<file path="src/rgbls_regs.vh">
`ifndef RGBLS_REGS_VH
`define RGBLS_REGS_VH

// apb register byte offsets
`define RGBLS_CTRL      8'h00
`define RGBLS_STAT      8'h04
`define RGBLS_DUTY      8'h08
`define RGBLS_CFGA0     8'h10
`define RGBLS_CFGB0     8'h14
`define RGBLS_CFGA1     8'h18
`define RGBLS_CFGB1     8'h1c
`define RGBLS_CFGA2     8'h20
`define RGBLS_CFGB2     8'h24

// control register fields
`define RGBLS_ON_LSB    0
`define RGBLS_MODE_LSB  4
`define RGBLS_PIN_LSB   8

// config a fields (4 bits each)
`define RGBLS_FLOOR_LSB 0
`define RGBLS_MID_LSB   4
`define RGBLS_CEIL_LSB  8
`define RGBLS_DLY_LSB   12
`define RGBLS_RISE_LSB  16
`define RGBLS_FALL_LSB  20

// reset values
`define RGBLS_CTRL_RST  10'h000
`define RGBLS_CFGA_RST  24'h000000
`define RGBLS_CFGB_RST  16'h8888

// clock_pwm_pin modes
`define RGBLS_PIN_OFF   2'h0
`define RGBLS_PIN_EPWM  2'h1
`define RGBLS_PIN_ECLK  2'h2
`define RGBLS_PIN_ICLK  2'h3

// timing
`define RGBLS_PCLK_HZ   200000000
`define RGBLS_REF_HZ    2400000
`define RGBLS_DIV_CNT   (`RGBLS_PCLK_HZ / `RGBLS_REF_HZ)
`define RGBLS_STEP_TCK  2400
`define RGBLS_TOTAL_TCK 1200000
`define RGBLS_DLY_TCK   1200000

`endif

</file>
<file path="src/rgbls_top.v">
`timescale 1ns/100ps
`default_nettype none
`include "rgbls_regs.vh"

module rgbls_top #(
   parameter [31:0] STEP_TCK  = `RGBLS_STEP_TCK,
   parameter [31:0] TOTAL_TCK = `RGBLS_TOTAL_TCK,
   parameter [31:0] DLY_TCK   = `RGBLS_DLY_TCK
) (
   // clock and reset
   input  wire        pclk,
   input  wire        presetn,
   // apb slave
   input  wire        psel,
   input  wire        penable,
   input  wire        pwrite,
   input  wire [7:0]  paddr,
   input  wire [31:0] pwdata,
   output reg  [31:0] prdata,
   output reg         pready,
   output reg         pslverr,
   // shared clock / pwm pin
   input  wire        clk_pwm_in,
   output reg         clk_pwm_out,
   output reg         clk_pwm_oe_n,
   // channel outputs
   output reg  [2:0]  led_out
);

   localparam [2:0] ST_IDLE  = 3'h0;
   localparam [2:0] ST_DELAY = 3'h1;
   localparam [2:0] ST_CONST = 3'h2;
   localparam [2:0] ST_PH1   = 3'h3;
   localparam [2:0] ST_PH2   = 3'h4;
   localparam [2:0] ST_PH3   = 3'h5;
   localparam [2:0] ST_PH4   = 3'h6;
   localparam [31:0] DIV_LAST_W = `RGBLS_DIV_CNT - 1;
   localparam [31:0] DIV_HALF_W = `RGBLS_DIV_CNT / 2;
   localparam [6:0]  DIV_LAST   = DIV_LAST_W[6:0];
   localparam [6:0]  DIV_HALF   = DIV_HALF_W[6:0];

   ////////////////////////////////////////////////////////////////////////////
   // helpers

   // register select: 0 ctrl, 1 stat, 2 duty, 3..8 cfg a/b per channel, 15 none
   function [3:0] reg_sel;
      input [7:0] a;
      begin
         case (a)
            `RGBLS_CTRL:  reg_sel = 4'h0;
            `RGBLS_STAT:  reg_sel = 4'h1;
            `RGBLS_DUTY:  reg_sel = 4'h2;
            `RGBLS_CFGA0: reg_sel = 4'h3;
            `RGBLS_CFGB0: reg_sel = 4'h4;
            `RGBLS_CFGA1: reg_sel = 4'h5;
            `RGBLS_CFGB1: reg_sel = 4'h6;
            `RGBLS_CFGA2: reg_sel = 4'h7;
            `RGBLS_CFGB2: reg_sel = 4'h8;
            default:      reg_sel = 4'hf;
         endcase
      end
   endfunction

   // 4-bit level code to 7-bit duty; upper levels fill the low bits
   function [6:0] duty_map;
      input [3:0] code;
      input       top;
      begin
         duty_map = {code, top ? 3'h7 : 3'h0};
      end
   endfunction

   // tick limit of a 4-bit code, never below one tick
   function [31:0] tck_lim;
      input [3:0]  code;
      input [31:0] unit;
      reg   [35:0] p;
      begin
         p = code * unit;
         tck_lim = (p == 36'h0) ? 32'h1 : p[31:0];
      end
   endfunction

   ////////////////////////////////////////////////////////////////////////////
   // registers

   reg  [9:0]  ctrl_r;
   reg  [23:0] cfga_r [0:2];
   reg  [15:0] cfgb_r [0:2];
   wire [2:0]  ch_on   = ctrl_r[`RGBLS_ON_LSB +: 3];
   wire [2:0]  ch_mode = ctrl_r[`RGBLS_MODE_LSB +: 3];
   wire [1:0]  pin_md  = ctrl_r[`RGBLS_PIN_LSB +: 2];
   wire [2:0]  st_w [0:2];
   wire [6:0]  duty_w [0:2];
   wire [2:0]  led_nxt;
   wire        wr_en   = psel & penable & pready & pwrite;
   wire [3:0]  sel     = reg_sel(paddr);
   reg  [31:0] rd_nxt;
   integer     i;

   always @* begin
      case (sel)
         4'h0:    rd_nxt = {22'h0, ctrl_r};
         4'h1:    rd_nxt = {21'h0, st_w[2], 1'b0, st_w[1], 1'b0, st_w[0]};
         4'h2:    rd_nxt = {9'h0, duty_w[2], 1'b0, duty_w[1], 1'b0, duty_w[0]};
         4'h3:    rd_nxt = {8'h0, cfga_r[0]};
         4'h4:    rd_nxt = {16'h0, cfgb_r[0]};
         4'h5:    rd_nxt = {8'h0, cfga_r[1]};
         4'h6:    rd_nxt = {16'h0, cfgb_r[1]};
         4'h7:    rd_nxt = {8'h0, cfga_r[2]};
         4'h8:    rd_nxt = {16'h0, cfgb_r[2]};
         default: rd_nxt = 32'h0;
      endcase
   end

   // one wait-free access phase: pready rises the cycle after setup
   always @(posedge pclk or negedge presetn) begin
      if (!presetn) begin
         pready  <= 1'b0;
         pslverr <= 1'b0;
         prdata  <= 32'h0;
      end else begin
         pready  <= psel & ~penable;
         pslverr <= psel & ~penable & (sel == 4'hf);
         if (psel & ~penable)
            prdata <= pwrite ? 32'h0 : rd_nxt;
      end
   end

   always @(posedge pclk or negedge presetn) begin
      if (!presetn) begin
         ctrl_r <= `RGBLS_CTRL_RST;
         for (i = 0; i < 3; i = i + 1) begin
            cfga_r[i] <= `RGBLS_CFGA_RST;
            cfgb_r[i] <= `RGBLS_CFGB_RST;
         end
      end else if (wr_en) begin
         case (sel)
            4'h0:    ctrl_r    <= pwdata[9:0];
            4'h3:    cfga_r[0] <= pwdata[23:0];
            4'h4:    cfgb_r[0] <= pwdata[15:0];
            4'h5:    cfga_r[1] <= pwdata[23:0];
            4'h6:    cfgb_r[1] <= pwdata[15:0];
            4'h7:    cfga_r[2] <= pwdata[23:0];
            4'h8:    cfgb_r[2] <= pwdata[15:0];
            default: ctrl_r    <= ctrl_r;
         endcase
      end
   end

   ////////////////////////////////////////////////////////////////////////////
   // reference tick and shared pin

   reg  [6:0] div_r;
   reg        pin_q_r;
   reg        tick_r;
   reg  [6:0] pwm_cnt_r;

   always @(posedge pclk or negedge presetn) begin
      if (!presetn) begin
         div_r        <= 7'h00;
         pin_q_r      <= 1'b0;
         tick_r       <= 1'b0;
         pwm_cnt_r    <= 7'h00;
         clk_pwm_out  <= 1'b0;
         clk_pwm_oe_n <= 1'b1;
         led_out      <= 3'h0;
      end else begin
         led_out <= led_nxt;
         div_r   <= (div_r == DIV_LAST) ? 7'h00 : div_r + 7'h01;
         pin_q_r <= clk_pwm_in;
         // external reference replaces the divider; a stopped source stalls timing
         if (pin_md == `RGBLS_PIN_ECLK)
            tick_r <= clk_pwm_in & ~pin_q_r;
         else
            tick_r <= (div_r == DIV_LAST);
         if (tick_r)
            pwm_cnt_r <= pwm_cnt_r + 7'h01;
         clk_pwm_oe_n <= (pin_md != `RGBLS_PIN_ICLK);
         clk_pwm_out  <= (pin_md == `RGBLS_PIN_ICLK) & (div_r < DIV_HALF);
      end
   end

   ////////////////////////////////////////////////////////////////////////////
   // channel sequencers

   genvar g;
   generate
      for (g = 0; g < 3; g = g + 1) begin : gch
         reg  [2:0]  st_r;
         reg  [6:0]  duty_r;
         reg  [31:0] hold_r;
         reg  [31:0] tot_r;
         reg         mode_q_r;
         wire [23:0] ca    = cfga_r[g];
         wire [15:0] cb    = cfgb_r[g];
         wire [6:0]  d_flr = duty_map(ca[`RGBLS_FLOOR_LSB +: 4], 1'b0);
         wire [6:0]  d_mid = duty_map(ca[`RGBLS_MID_LSB +: 4], 1'b1);
         wire [6:0]  d_cei = duty_map(ca[`RGBLS_CEIL_LSB +: 4], 1'b1);
         wire [3:0]  rise  = ca[`RGBLS_RISE_LSB +: 4];
         wire [3:0]  fall  = ca[`RGBLS_FALL_LSB +: 4];
         wire [1:0]  ph    = st_r[1:0] - 2'h3;
         wire [31:0] h_lim = tck_lim(cb[ph*4 +: 4], STEP_TCK);
         wire        up    = (st_r == ST_PH1) | (st_r == ST_PH2);
         wire [6:0]  tgt   = (st_r == ST_PH1) ? d_mid :
                             (st_r == ST_PH2) ? d_cei :
                             (st_r == ST_PH3) ? d_mid : d_flr;
         wire        in_rs = up & (rise != 4'h0);
         wire        in_fl = ~up & (fall != 4'h0);
         // a zero total code leaves the ramp unbounded
         wire        t_hit = (in_rs & (tot_r + 32'h1 >= tck_lim(rise, TOTAL_TCK))) |
                             (in_fl & (tot_r + 32'h1 >= tck_lim(fall, TOTAL_TCK)));
         wire        h_hit = (hold_r + 32'h1 >= h_lim);
         wire        more  = up ? (duty_r < tgt) : (duty_r > tgt);

         assign st_w[g]   = st_r;
         assign duty_w[g] = duty_r;
         // pwm period is 128 ticks; duty 127 leaves one low tick
         assign led_nxt[g] = ((st_r == ST_CONST) |
                              ((st_r >= ST_PH1) & (pwm_cnt_r < duty_r))) &
                             ((pin_md != `RGBLS_PIN_EPWM) | clk_pwm_in);

         always @(posedge pclk or negedge presetn) begin
            if (!presetn) begin
               st_r     <= ST_IDLE;
               duty_r   <= 7'h00;
               hold_r   <= 32'h0;
               tot_r    <= 32'h0;
               mode_q_r <= 1'b0;
            end else begin
               mode_q_r <= ch_mode[g];
               // off or a mode change drops back to idle
               if (!ch_on[g] || (mode_q_r != ch_mode[g])) begin
                  st_r   <= ST_IDLE;
                  duty_r <= 7'h00;
                  hold_r <= 32'h0;
                  tot_r  <= 32'h0;
               end else if (tick_r) begin
                  case (st_r)
                     ST_IDLE: begin
                        st_r   <= ST_DELAY;
                        hold_r <= 32'h0;
                     end
                     ST_DELAY: begin
                        if (ca[`RGBLS_DLY_LSB +: 4] == 4'h0 ||
                            hold_r + 32'h1 >= tck_lim(ca[`RGBLS_DLY_LSB +: 4], DLY_TCK)) begin
                           hold_r <= 32'h0;
                           tot_r  <= 32'h0;
                           duty_r <= d_flr;
                           st_r   <= ch_mode[g] ? ST_PH1 : ST_CONST;
                        end else begin
                           hold_r <= hold_r + 32'h1;
                        end
                     end
                     ST_CONST: st_r <= ST_CONST;
                     ST_PH1, ST_PH2, ST_PH3, ST_PH4: begin
                        tot_r <= tot_r + 32'h1;
                        if (t_hit) begin
                           hold_r <= 32'h0;
                           tot_r  <= 32'h0;
                           st_r   <= up ? ST_PH3 : ST_PH1;
                           duty_r <= up ? d_cei : d_flr;
                        end else if (h_hit) begin
                           hold_r <= 32'h0;
                           if (more) begin
                              duty_r <= up ? duty_r + 7'h01 : duty_r - 7'h01;
                           end else begin
                              // flat phase when start is already at the target
                              case (st_r)
                                 ST_PH1: begin
                                    st_r   <= ST_PH2;
                                    duty_r <= d_mid;
                                 end
                                 ST_PH2: begin
                                    st_r   <= ST_PH3;
                                    duty_r <= d_cei;
                                    tot_r  <= 32'h0;
                                 end
                                 ST_PH3: begin
                                    st_r   <= ST_PH4;
                                    duty_r <= d_mid;
                                 end
                                 default: begin
                                    st_r   <= ST_PH1;
                                    duty_r <= d_flr;
                                    tot_r  <= 32'h0;
                                 end
                              endcase
                           end
                        end else begin
                           hold_r <= hold_r + 32'h1;
                        end
                     end
                     default: st_r <= ST_IDLE;
                  endcase
               end
            end
         end
      end
   endgenerate

endmodule // rgbls_top
`default_nettype wire

</file>
<file path="config.mk">
export PLATFORM = sky130hd
export DESIGN_NAME = rgbls_top
export DESIGN_NICKNAME = d
export VERILOG_FILES = /design/src/rgbls_top.v
export VERILOG_INCLUDE_DIRS = /design/src
export SDC_FILE = /design/constraint.sdc
export NUM_CORES = 1
export LEC_CHECK = 0
export BUFFER_PORTS_ARGS = -buffer_cell sky130_fd_sc_hd__buf_2
export CORE_MARGIN = 2
export CORE_UTILIZATION = 46
export DETAILED_ROUTE_END_ITERATION = 6
export GPL_TIMING_DRIVEN = 0
export RECOVER_POWER = 100
export SKIP_LAST_GASP = 1
export SYNTH_ARGS = -nofsm -noshare
export SYNTH_HDL_FRONTEND = slang
export SYNTH_SLANG_ARGS = --single-unit
</file>
<file path="constraint.sdc">
create_clock -name pclk -period 20.6 [get_ports pclk]
set_input_delay 1.03 -clock pclk [delete_from_list [all_inputs] [get_ports pclk]]
set_output_delay 1.03 -clock pclk [all_outputs]
set_load 0.005 [all_outputs]
</file>
---- After elaboration in Yosys (flattened, before gate mapping) ----
Cells that the tools add are included.
storage, ports and cells
  input port bits ......................... 46
  register bits after elaboration ......... 410
operators by class
  reductions and logical operators ........ 69
  $mul .................................... 12
  $lt $le $gt $ge ......................... 25
  eq/ne operators ......................... 52
  multiplexer cells ....................... 131
  shift-type cells ........................ 3
  bitwise logic cells ..................... 40
  add/sub/neg operators ................... 17
operator list
  operator                                            count
  two-way mux 32 bit                                  37
  >= comparator 32 x 25 -> 1 bit                      9
  one-hot mux 32 bit (3 select lines)                 3
  two-way mux 7 bit                                   34
  logical NOT 25 bit                                  9
  two-way mux 25 bit                                  9
  one-hot mux 24 bit (9 select lines)                 1
  adder 32 x 1 -> 32 bit, second input constant       6
  one-hot mux 32 bit (2 select lines)                 3
  multiplier 4 x 14 -> 18 bit, second input constant  9
  >= comparator 32 x 16 -> 1 bit                      3
  one-hot mux 7 bit (2 select lines)                  6
  two-way mux 3 bit                                   21
  logical NOT 16 bit                                  3
  two-way mux 16 bit                                  3
  variable part select 16 x 5 -> 4 bit                3
  < comparator 7 bit                                  6
  one-hot mux 3 bit (4 select lines)                  3
  one-hot mux 4 bit (9 select lines)                  1
  nonzero test 4 bit                                  9
  adder 7 x 1 -> 7 bit, second input constant         5
  multiplier 4 x 7 -> 11 bit, second input constant   3
  == test 8 x 5 -> 1 bit, second input constant       4
  == test 3 bit, second input constant                9
  other kinds (38)                                    150

---- Depth between registers and ports, before layout ----
Gate-level depths: netlist of run 1.
  depth in word-level cells ............... 12
  mapped depth ............................ 31
  gate-level depth less buffers ........... 27

---- Worst setup path before layout of run 1 ----
OpenSTA, ideal clock, no wires.
  path kind ............................... flip-flop to flip-flop
  from .................................... register cfga_r, in the netlist gch[0].ca[21]
  to ...................................... register gch[0].duty_r[3]
  stages on the path, launching flop included .. 22
  setup slack ............................. 13.961 ns
  path buffers ............................ 1
  data required time ...................... 20.475 ns
  setup time .............................. 0.125 ns
  arrival time ............................ 6.515 ns
  cell sequence ........................... dfrtp_1 -> fa_1 -> fa_1 -> fa_1 -> a21o_1 -> a21oi_1 -> o21ai_0 -> a21oi_1 -> xnor2_1 -> or4_1 -> a211oi_1 -> nand2_1 -> nor4b_1 -> ha_1 -> or4b_2 -> o311ai_0 -> o21a_1 -> a31oi_1 -> clkbuf_1 -> or2_2 -> o311a_1 -> mux2_2
between the ends
  word-level cells in the longest chain between the ends .. 10
  elaborated cells between the ends (all ways) .. 14
  classes of those cells .................. mul (1); order compare (1); eq/ne (1); mux (5); bitwise (3); reduce/logical (3)
RTL lines
  item                                RTL line         text
  start, declared                     rgbls_top.v:88   reg [23:0] cfga_r [0:2];
  start signal, assigned by index     rgbls_top.v:134  cfga_r[i] <= `RGBLS_CFGA_RST;
  multiplier 4 x 14 -> 18 bit         rgbls_top.v:79   p = code * unit;
  logical NOT 25 bit                  rgbls_top.v:80   tck_lim = (p == 36'h0) ? 32'h1 : p[31:0];
  two-way mux 25 bit                  rgbls_top.v:80
  >= comparator 32 x 25 -> 1 bit      rgbls_top.v:212  (in_fl & (tot_r + 32'h1 >= tck_lim(fall, TOTAL_TCK)));
  AND 1 bit *                         rgbls_top.v:212
  bitwise OR 1 bit *                  rgbls_top.v:211  wire t_hit = (in_rs & (tot_r + 32'h1 >= tck_lim(rise, TOTAL_TCK))) |
  two-way mux 7 bit                   rgbls_top.v:258  if (t_hit) begin
  one-hot mux 7 bit (2 select lines)  rgbls_top.v:239  case (st_r)
  two-way mux 7 bit                   rgbls_top.v:238  end else if (tick_r) begin
  two-way mux 7 bit                   rgbls_top.v:233  if (!ch_on[g] || (mode_q_r != ch_mode[g])) begin
  end signal, assigned                rgbls_top.v:249  duty_r <= d_flr;
  end signal, assigned                rgbls_top.v:262  duty_r <= up ? d_cei : d_flr;
  end signal, assigned                rgbls_top.v:266  duty_r <= up ? duty_r + 7'h01 : duty_r - 7'h01;
  end, declared                       rgbls_top.v:191  reg [6:0] duty_r;
Mark *: on every way between the ends. The rest lies on a longest branch, timed or not. The select of a mux whose other input is x is not followed.
A chain may end at the register's enable or synchronous reset.

==> flow_summary.yaml, run 1 <==
worst_setup_path:
  slowest_stage: "clkbuf_1"
  rrSetupSlack_ns: 11.71
  worstSetupEndpointType: "asynchronous set/reset pin"
  critPathBufInv: 2
  cp_top_family: "buffers and inverters"
  cp_common_cell: "clkbuf_1"
  critical_path_arrival_ns: 9.51
  path_max_fanout: 112
  critPathLaunchType: "input port"
  path_cells: "clkbuf_1 > clkbuf_1"
  path_class: "in2async"
  critical_path.max_stage_delay_ns: 4.53
  cp.required_ns: 19.85
timing:
  worstMarginPinSlew_ns: 6.084
  fin_ws_ns: 10.34
  setup-tns-final_ns: 0
  hold_viol: 0
  grt_setup_unrepaired: "no"
  slew_violations: 351
  finalClockSkew_ns: 0.02651
  fmaxAchievable_ghz: 0.09749
  period_share: 0.4979
  finalSetupViolCount: 0
  period_needed_ns: 10.26
  max-slew-margin-rel: -3.056
route:
  drcViolationCount: 0
  route.vias.total: 34430
  wl_mm: 117.4
  post_drt_wl_per_cell_um: 20.32
  drt_iter0_markers: 2854
  route.antenna.remaining_nets: 0
  viasPerCell: 5.956
  drt_pre_antenna_iters: 7
floorplanning:
  chipHeight_um: 295.2
  rows: 106
  pin_count: 85
  die_x_um: 295.2
  initial_core_util: 0.4652
  core_um2: 83820
  die-area_um2: 87110
grt:
  grt_pass1_wl_mm: 185.6
  grt_start_max_net_pins: 113
  grt_pass1_vias: 32800
  grt-ovfl-total: 0
  track_usage: 0.2670
  antenna_found_initial: 7
finish:
  final_net_count: 5210
  area_growth_pct: 8.763
  diodes: 0
  layout-drive-gt1-share: 0.09019
  layout_common_cells: "498 x ha_1, 485 x nand2_1, 389 x dfrtp_1, 283 x inv_1, 248 x o21ai_0"
  final_common_cell: "ha_1"
yosys:
  seq_area_frac_synth: 0.2584
  async_reset_ff_frac: 1.000
  synth_edf_count: 0
  syn-cell-area_um2: 38990
  synth-seq-cells: 402
  yosysWarnings: 0
  synthFlopType: "dfrtp_1"
  synth_area_per_cell_um2: 8.714
  ys_types: 105
  synth_cells: 4475
clock_tree:
  cts_root_buf: "clkbuf_16"
  numClockSinks: 402
  clk_pin_slew_ns: 0.06
  cts_tree: "yes"
  hold_buffers: 0
  cts_buffer_depth: 3
  h-tree-depth: 2
  postCtsSetupBuffers: 0
  cts_resized: 0
  cts_made_buffers: 52
  clock_latency_ns: 0.63
status:
  failed_checks: "max-capacitance violations, max-slew violations"
  status: "finished with violations"
place:
  dp_slack_ns: 12.70
  dp_hpwl_mm: 90.63
  io_buffers: 67
  routabilityCongestion: 0.9300
pwr:
  peakVddDrop_mv: 0.05999
  cellPowerDensity_nw_per_um2: 42.95
  p_total_mw: 1.822
  p_leak_nw: 19.80
flow_run:
  drv_cap: 8
worst_hold_path:
  hold_class: "reg2reg"
## worst reg2reg max path: cells and delay by family, from the launching register on
family / cells / cell delay [ns]
and+or+nand+nor: 5 / 1.89
AOI/OAI and AO/OA: 10 / 4.12
adders and majority gates: 4 / 1.96
DFF: 1 / 0.71
xor gates and xnor gates: 1 / 0.11
## worst paths after layout
path / end / cells after the start / startpoint
worst min register to register: prdata[23]$_DFFE_PN0P_ / 2 / prdata[23]$_DFFE_PN0P_
worst max-delay path: gch[2].tot_r[23]$_DFFE_PN0P_ / 2 / presetn
max in group pclk: gch[0].hold_r[10]$_DFFE_PN0P_ / 20 / gch[0].ca[23]$_DFFE_PN0P_
worst min-delay path: prdata[23]$_DFFE_PN0P_ / 2 / prdata[23]$_DFFE_PN0P_
min in group asynchronous: gch[0].tot_r[12]$_DFFE_PN0P_ / 1 / presetn
worst max register to register: gch[0].hold_r[10]$_DFFE_PN0P_ / 20 / gch[0].ca[23]$_DFFE_PN0P_
## cell usage after synthesis, types with 87 or more instances
library cell | n | share of area
ha_1 | 498 | 0.16
nand2_1 | 485 | 0.047
dfrtp_1 | 389 | 0.25
inv_1 | 283 | 0.027
o21ai_0 | 235 | 0.030
nor2_1 | 233 | 0.022
a21oi_1 | 218 | 0.028
xnor2_1 | 171 | 0.038
nand3_1 | 166 | 0.021
mux2_2 | 152 | 0.044
clkbuf_1 | 148 | 0.014
nand4_1 | 123 | 0.020
nor3_1 | 93 | 0.012
a21o_1 | 87 | 0.017
## through the flow
step                      cells    util  cell area [µm²]  hold slack [ns]
after floorplan            4482       -            39020           0.3958
after global placement     5683  0.4864            40770           0.4642
after detailed placement   5686  0.4877            40880           0.4654
after CTS                  5780  0.5089            42660           0.4376
after global routing       5780  0.5060            42410           0.5184
final                      5780  0.5060            42410           0.4760
## metal layers
| layer | vias up | share of wire | GRT usage |
|---|---|---|---|
| li1 | 16690 | - | - |
| met5 | - | 0.00087 | 0 |
| met3 | 212 | 0.049 | 0.03142 |
| met1 | 16610 | 0.46 | 0.3698 |
| met2 | 898 | 0.46 | 0.4363 |
| met4 | 14 | 0.034 | 0.08233 |
## where the power goes
part / switching [mW] / leakage [nW] / internal [mW]
Clock: 0.400 / 0.861 / 0.550
Sequential: 0.00304 / 5.55 / 0.792
Combinational: 0.0546 / 13.4 / 0.0228
## layout make-up
| type | instances | area [µm²] |
|---|---|---|
| inverter | 283 | 1062 |
| clock buffer | 71 | 1493 |
| buffer | 211 | 873.3 |
| sequential | 402 | 10080 |
| multi-input combinational | 3586 | 26860 |
| timing repair buffer | 70 | 344.1 |
| clock inverter | 23 | 284.0 |
| tap | 1134 | 1419 |
| fill | 8191 | 41410 |
## registers in the layout (all words and copies together), names as in the netlist, 3 cells and up
register,flops
gch.hold_r,96
gch.tot_r,96
gch.ca,72
gch.cb,48
prdata,24
gch.duty_r,21
ctrl_r,10
gch.st_r,9
div_r,7
pwm_cnt_r,7
gch.mode_q_r,3
led_out,3
## kinds of logic (layout without fill, tap and decap cells)
group | after synthesis | in the layout | share of synthesized area
AOI/OAI and AO/OA | 1077 | 1077 | 0.1892
xor gates and xnor gates | 231 | 231 | 0.05189
adders and majority gates | 558 | 558 | 0.1906
buffers and inverters | 494 | 658 | 0.05015
DFF | 402 | 402 | 0.2584
muxes | 210 | 210 | 0.06276
other | 1 | 8 | 0.00009617
and+or+nand+nor | 1502 | 1502 | 0.1969
(Power assumes the default switching activity.)
==> run 2: changes to the inputs <==
Clock period 20.6 ns to 10.69 ns, I/O delays scaled along.
==> run 2 against run 1 <==
Compared with the run above: the flow finishes with violations (design-rule violations, max-capacitance violations, max-slew violations); sequential power is 92% higher; combinational power increased by 93%; via count down 0.28%; critical endpoint is now gch[0].hold_r[10]$_DFFE_PN0P_; largest power group unchanged.
==> flow_summary.yaml, run 2 (synthesis results as in run 1) <==
status:
  status: "finished with violations"
  failed_checks: "design-rule violations, max-capacitance violations, max-slew violations"
grt:
  track_usage: 0.2670
  grt_pass1_wl_mm: 185.6
  grt-ovfl-total: 0
  antenna_found_initial: 7
  grt_pass1_vias: 32800
  grt_start_max_net_pins: 113
route:
  route.antenna.remaining_nets: 0
  drt_iter0_markers: 2806
  drt_pre_antenna_iters: 7
  wl_mm: 117.3
  post_drt_wl_per_cell_um: 20.29
  route.vias.total: 34330
  viasPerCell: 5.938
  drcViolationCount: 8
pwr:
  cellPowerDensity_nw_per_um2: 82.64
  p_leak_nw: 19.81
  power_switching_mw: 0.8771
  peakVddDrop_mv: 0.1153
  p_total_mw: 3.506
  switching_share: 0.2502
  p_clk_frac: 0.521
  combPwrFrac: 0.043
  internal_power_mw: 2.629
  power_frac_seq: 0.437
clock_tree:
  cts_tree: "yes"
  cts_made_buffers: 52
  numClockSinks: 402
  cts_buffer_depth: 3
  clk_pin_slew_ns: 0.06
  postCtsSetupBuffers: 0
  h-tree-depth: 2
  clock_latency_ns: 0.63
  cts_root_buf: "clkbuf_16"
finish:
  diodes: 0
  final_common_cell: "ha_1"
  utilization: 0.5061
  final_net_count: 5211
  layout-drive-gt1-share: 0.09060
  layout_common_cells: "498 x ha_1, 485 x nand2_1, 389 x dfrtp_1, 283 x inv_1, 248 x o21ai_0"
  fillerInstances: 8188
  area_growth_pct: 8.795
floorplanning:
  rows: 106
  die_x_um: 295.2
  initial_core_util: 0.4652
  pin_count: 85
  die-area_um2: 87110
  chipHeight_um: 295.2
  core_um2: 83820
timing:
  hold-worst-slack_ns: 0.04280
  max-slew-margin-rel: -2.880
  period_share: 0.8368
  finalClockSkew_ns: 0.02930
  fmaxAchievable_ghz: 0.1118
  period_needed_ns: 8.945
  setup-tns-final_ns: 0
  slew_violations: 378
  finalSetupViolCount: 0
  hold_viol: 0
  worstMarginPinSlew_ns: 5.820
  grt_setup_unrepaired: "no"
worst_setup_path:
  worstSetupEndpointType: "register"
  path_max_fanout: 10
  path_class: "reg2reg"
  rrSetupSlack_ns: 1.74
  critical_path_arrival_ns: 9.45
  cp.required_ns: 11.20
  critPathLaunchType: "register"
flow_run:
  drv_cap: 8
place:
  routabilityCongestion: 0.9300
  dp_hpwl_mm: 90.63
  io_buffers: 67
worst_hold_path:
  hold_class: "in2reg"
-- run 2: per-layer routing --
metal,wire (µm),GRT usage
met1,53230,0.3698
met2,53930,0.4363
met3,6147,0.03142
met4,3887,0.08233
met5,99,0
-- run 2: final cells by class --
class                      count  area, µm²  share of cell area
multi-input combinational   3586      26860              0.6331
sequential                   402      10080              0.2375
clock buffer                  71       1493             0.03519
tap                         1134       1419             0.03345
inverter                     283       1062             0.02504
buffer                       211      873.3             0.02059
timing repair buffer          71      356.6            0.008406
clock inverter                23      284.0            0.006695
-- run 2: final timing paths --
| path | cells after the start | endpoint | from |
|---|---|---|---|
| setup / recovery | 20 | gch[0].hold_r[10]$_DFFE_PN0P_ | gch[0].ca[23]$_DFFE_PN0P_ |
| hold / removal | 1 | pin_q_r$_DFF_PN0_ | clk_pwm_in |
| setup reg to reg | 20 | gch[0].hold_r[10]$_DFFE_PN0P_ | gch[0].ca[23]$_DFFE_PN0P_ |
| hold reg to reg | 2 | prdata[23]$_DFFE_PN0P_ | prdata[23]$_DFFE_PN0P_ |
| max in group asynchronous | 3 | gch[2].tot_r[23]$_DFFE_PN0P_ | presetn |
| min in group asynchronous | 2 | gch[0].tot_r[12]$_DFFE_PN0P_ | presetn |
-- run 2: metrics by stage --
stage	setup WS (ns)	instance area [µm²]	cells
2_1_floorplan	4.051	39020	4482
3_3_place_gp	0.4192	40770	5683
3_5_place_dp	2.791	40880	5686
4_1_cts	2.739	42670	5781
5_1_grt	1.354	42420	5781
6_report	1.745	42420	5781
-- run 2: timing repair --
action	in CTS	in global routing
setup endpoints to repair	0	0
gates resized for setup	0	0
hold endpoints to repair	22	0
hold buffers	1	0
-- run 2: power by group through the flow --
stage | sequential (mW) | combinational [mW] | clock [mW]
after floorplan | 1.56 | 0.0736 | 0
after global placement | 1.56 | 0.148 | 0
after detailed placement | 1.56 | 0.153 | 0
after CTS | 1.53 | 0.154 | 1.86
after global routing | 1.53 | 0.168 | 1.92
final | 1.53 | 0.149 | 1.83
-- run 2: worst max-delay path, cell delays in order (launching register included) --
cell and delay [ns]:
dfrtp_1 0.70, fa_1 0.62, fa_1 0.56, fa_1 0.48
a21o_1 0.20, a21oi_1 0.21, o21ai_0 0.13, a21oi_1 0.24
xnor2_1 0.11, or4_1 0.42, a211oi_1 0.35, nand2_1 0.10
nor4b_1 0.37, ha_1 0.29, or4b_2 0.59, o311ai_0 0.42
o21a_1 0.19, a31oi_1 0.22, o41ai_1 1.87, nand2b_1 0.41
o31ai_1 0.33
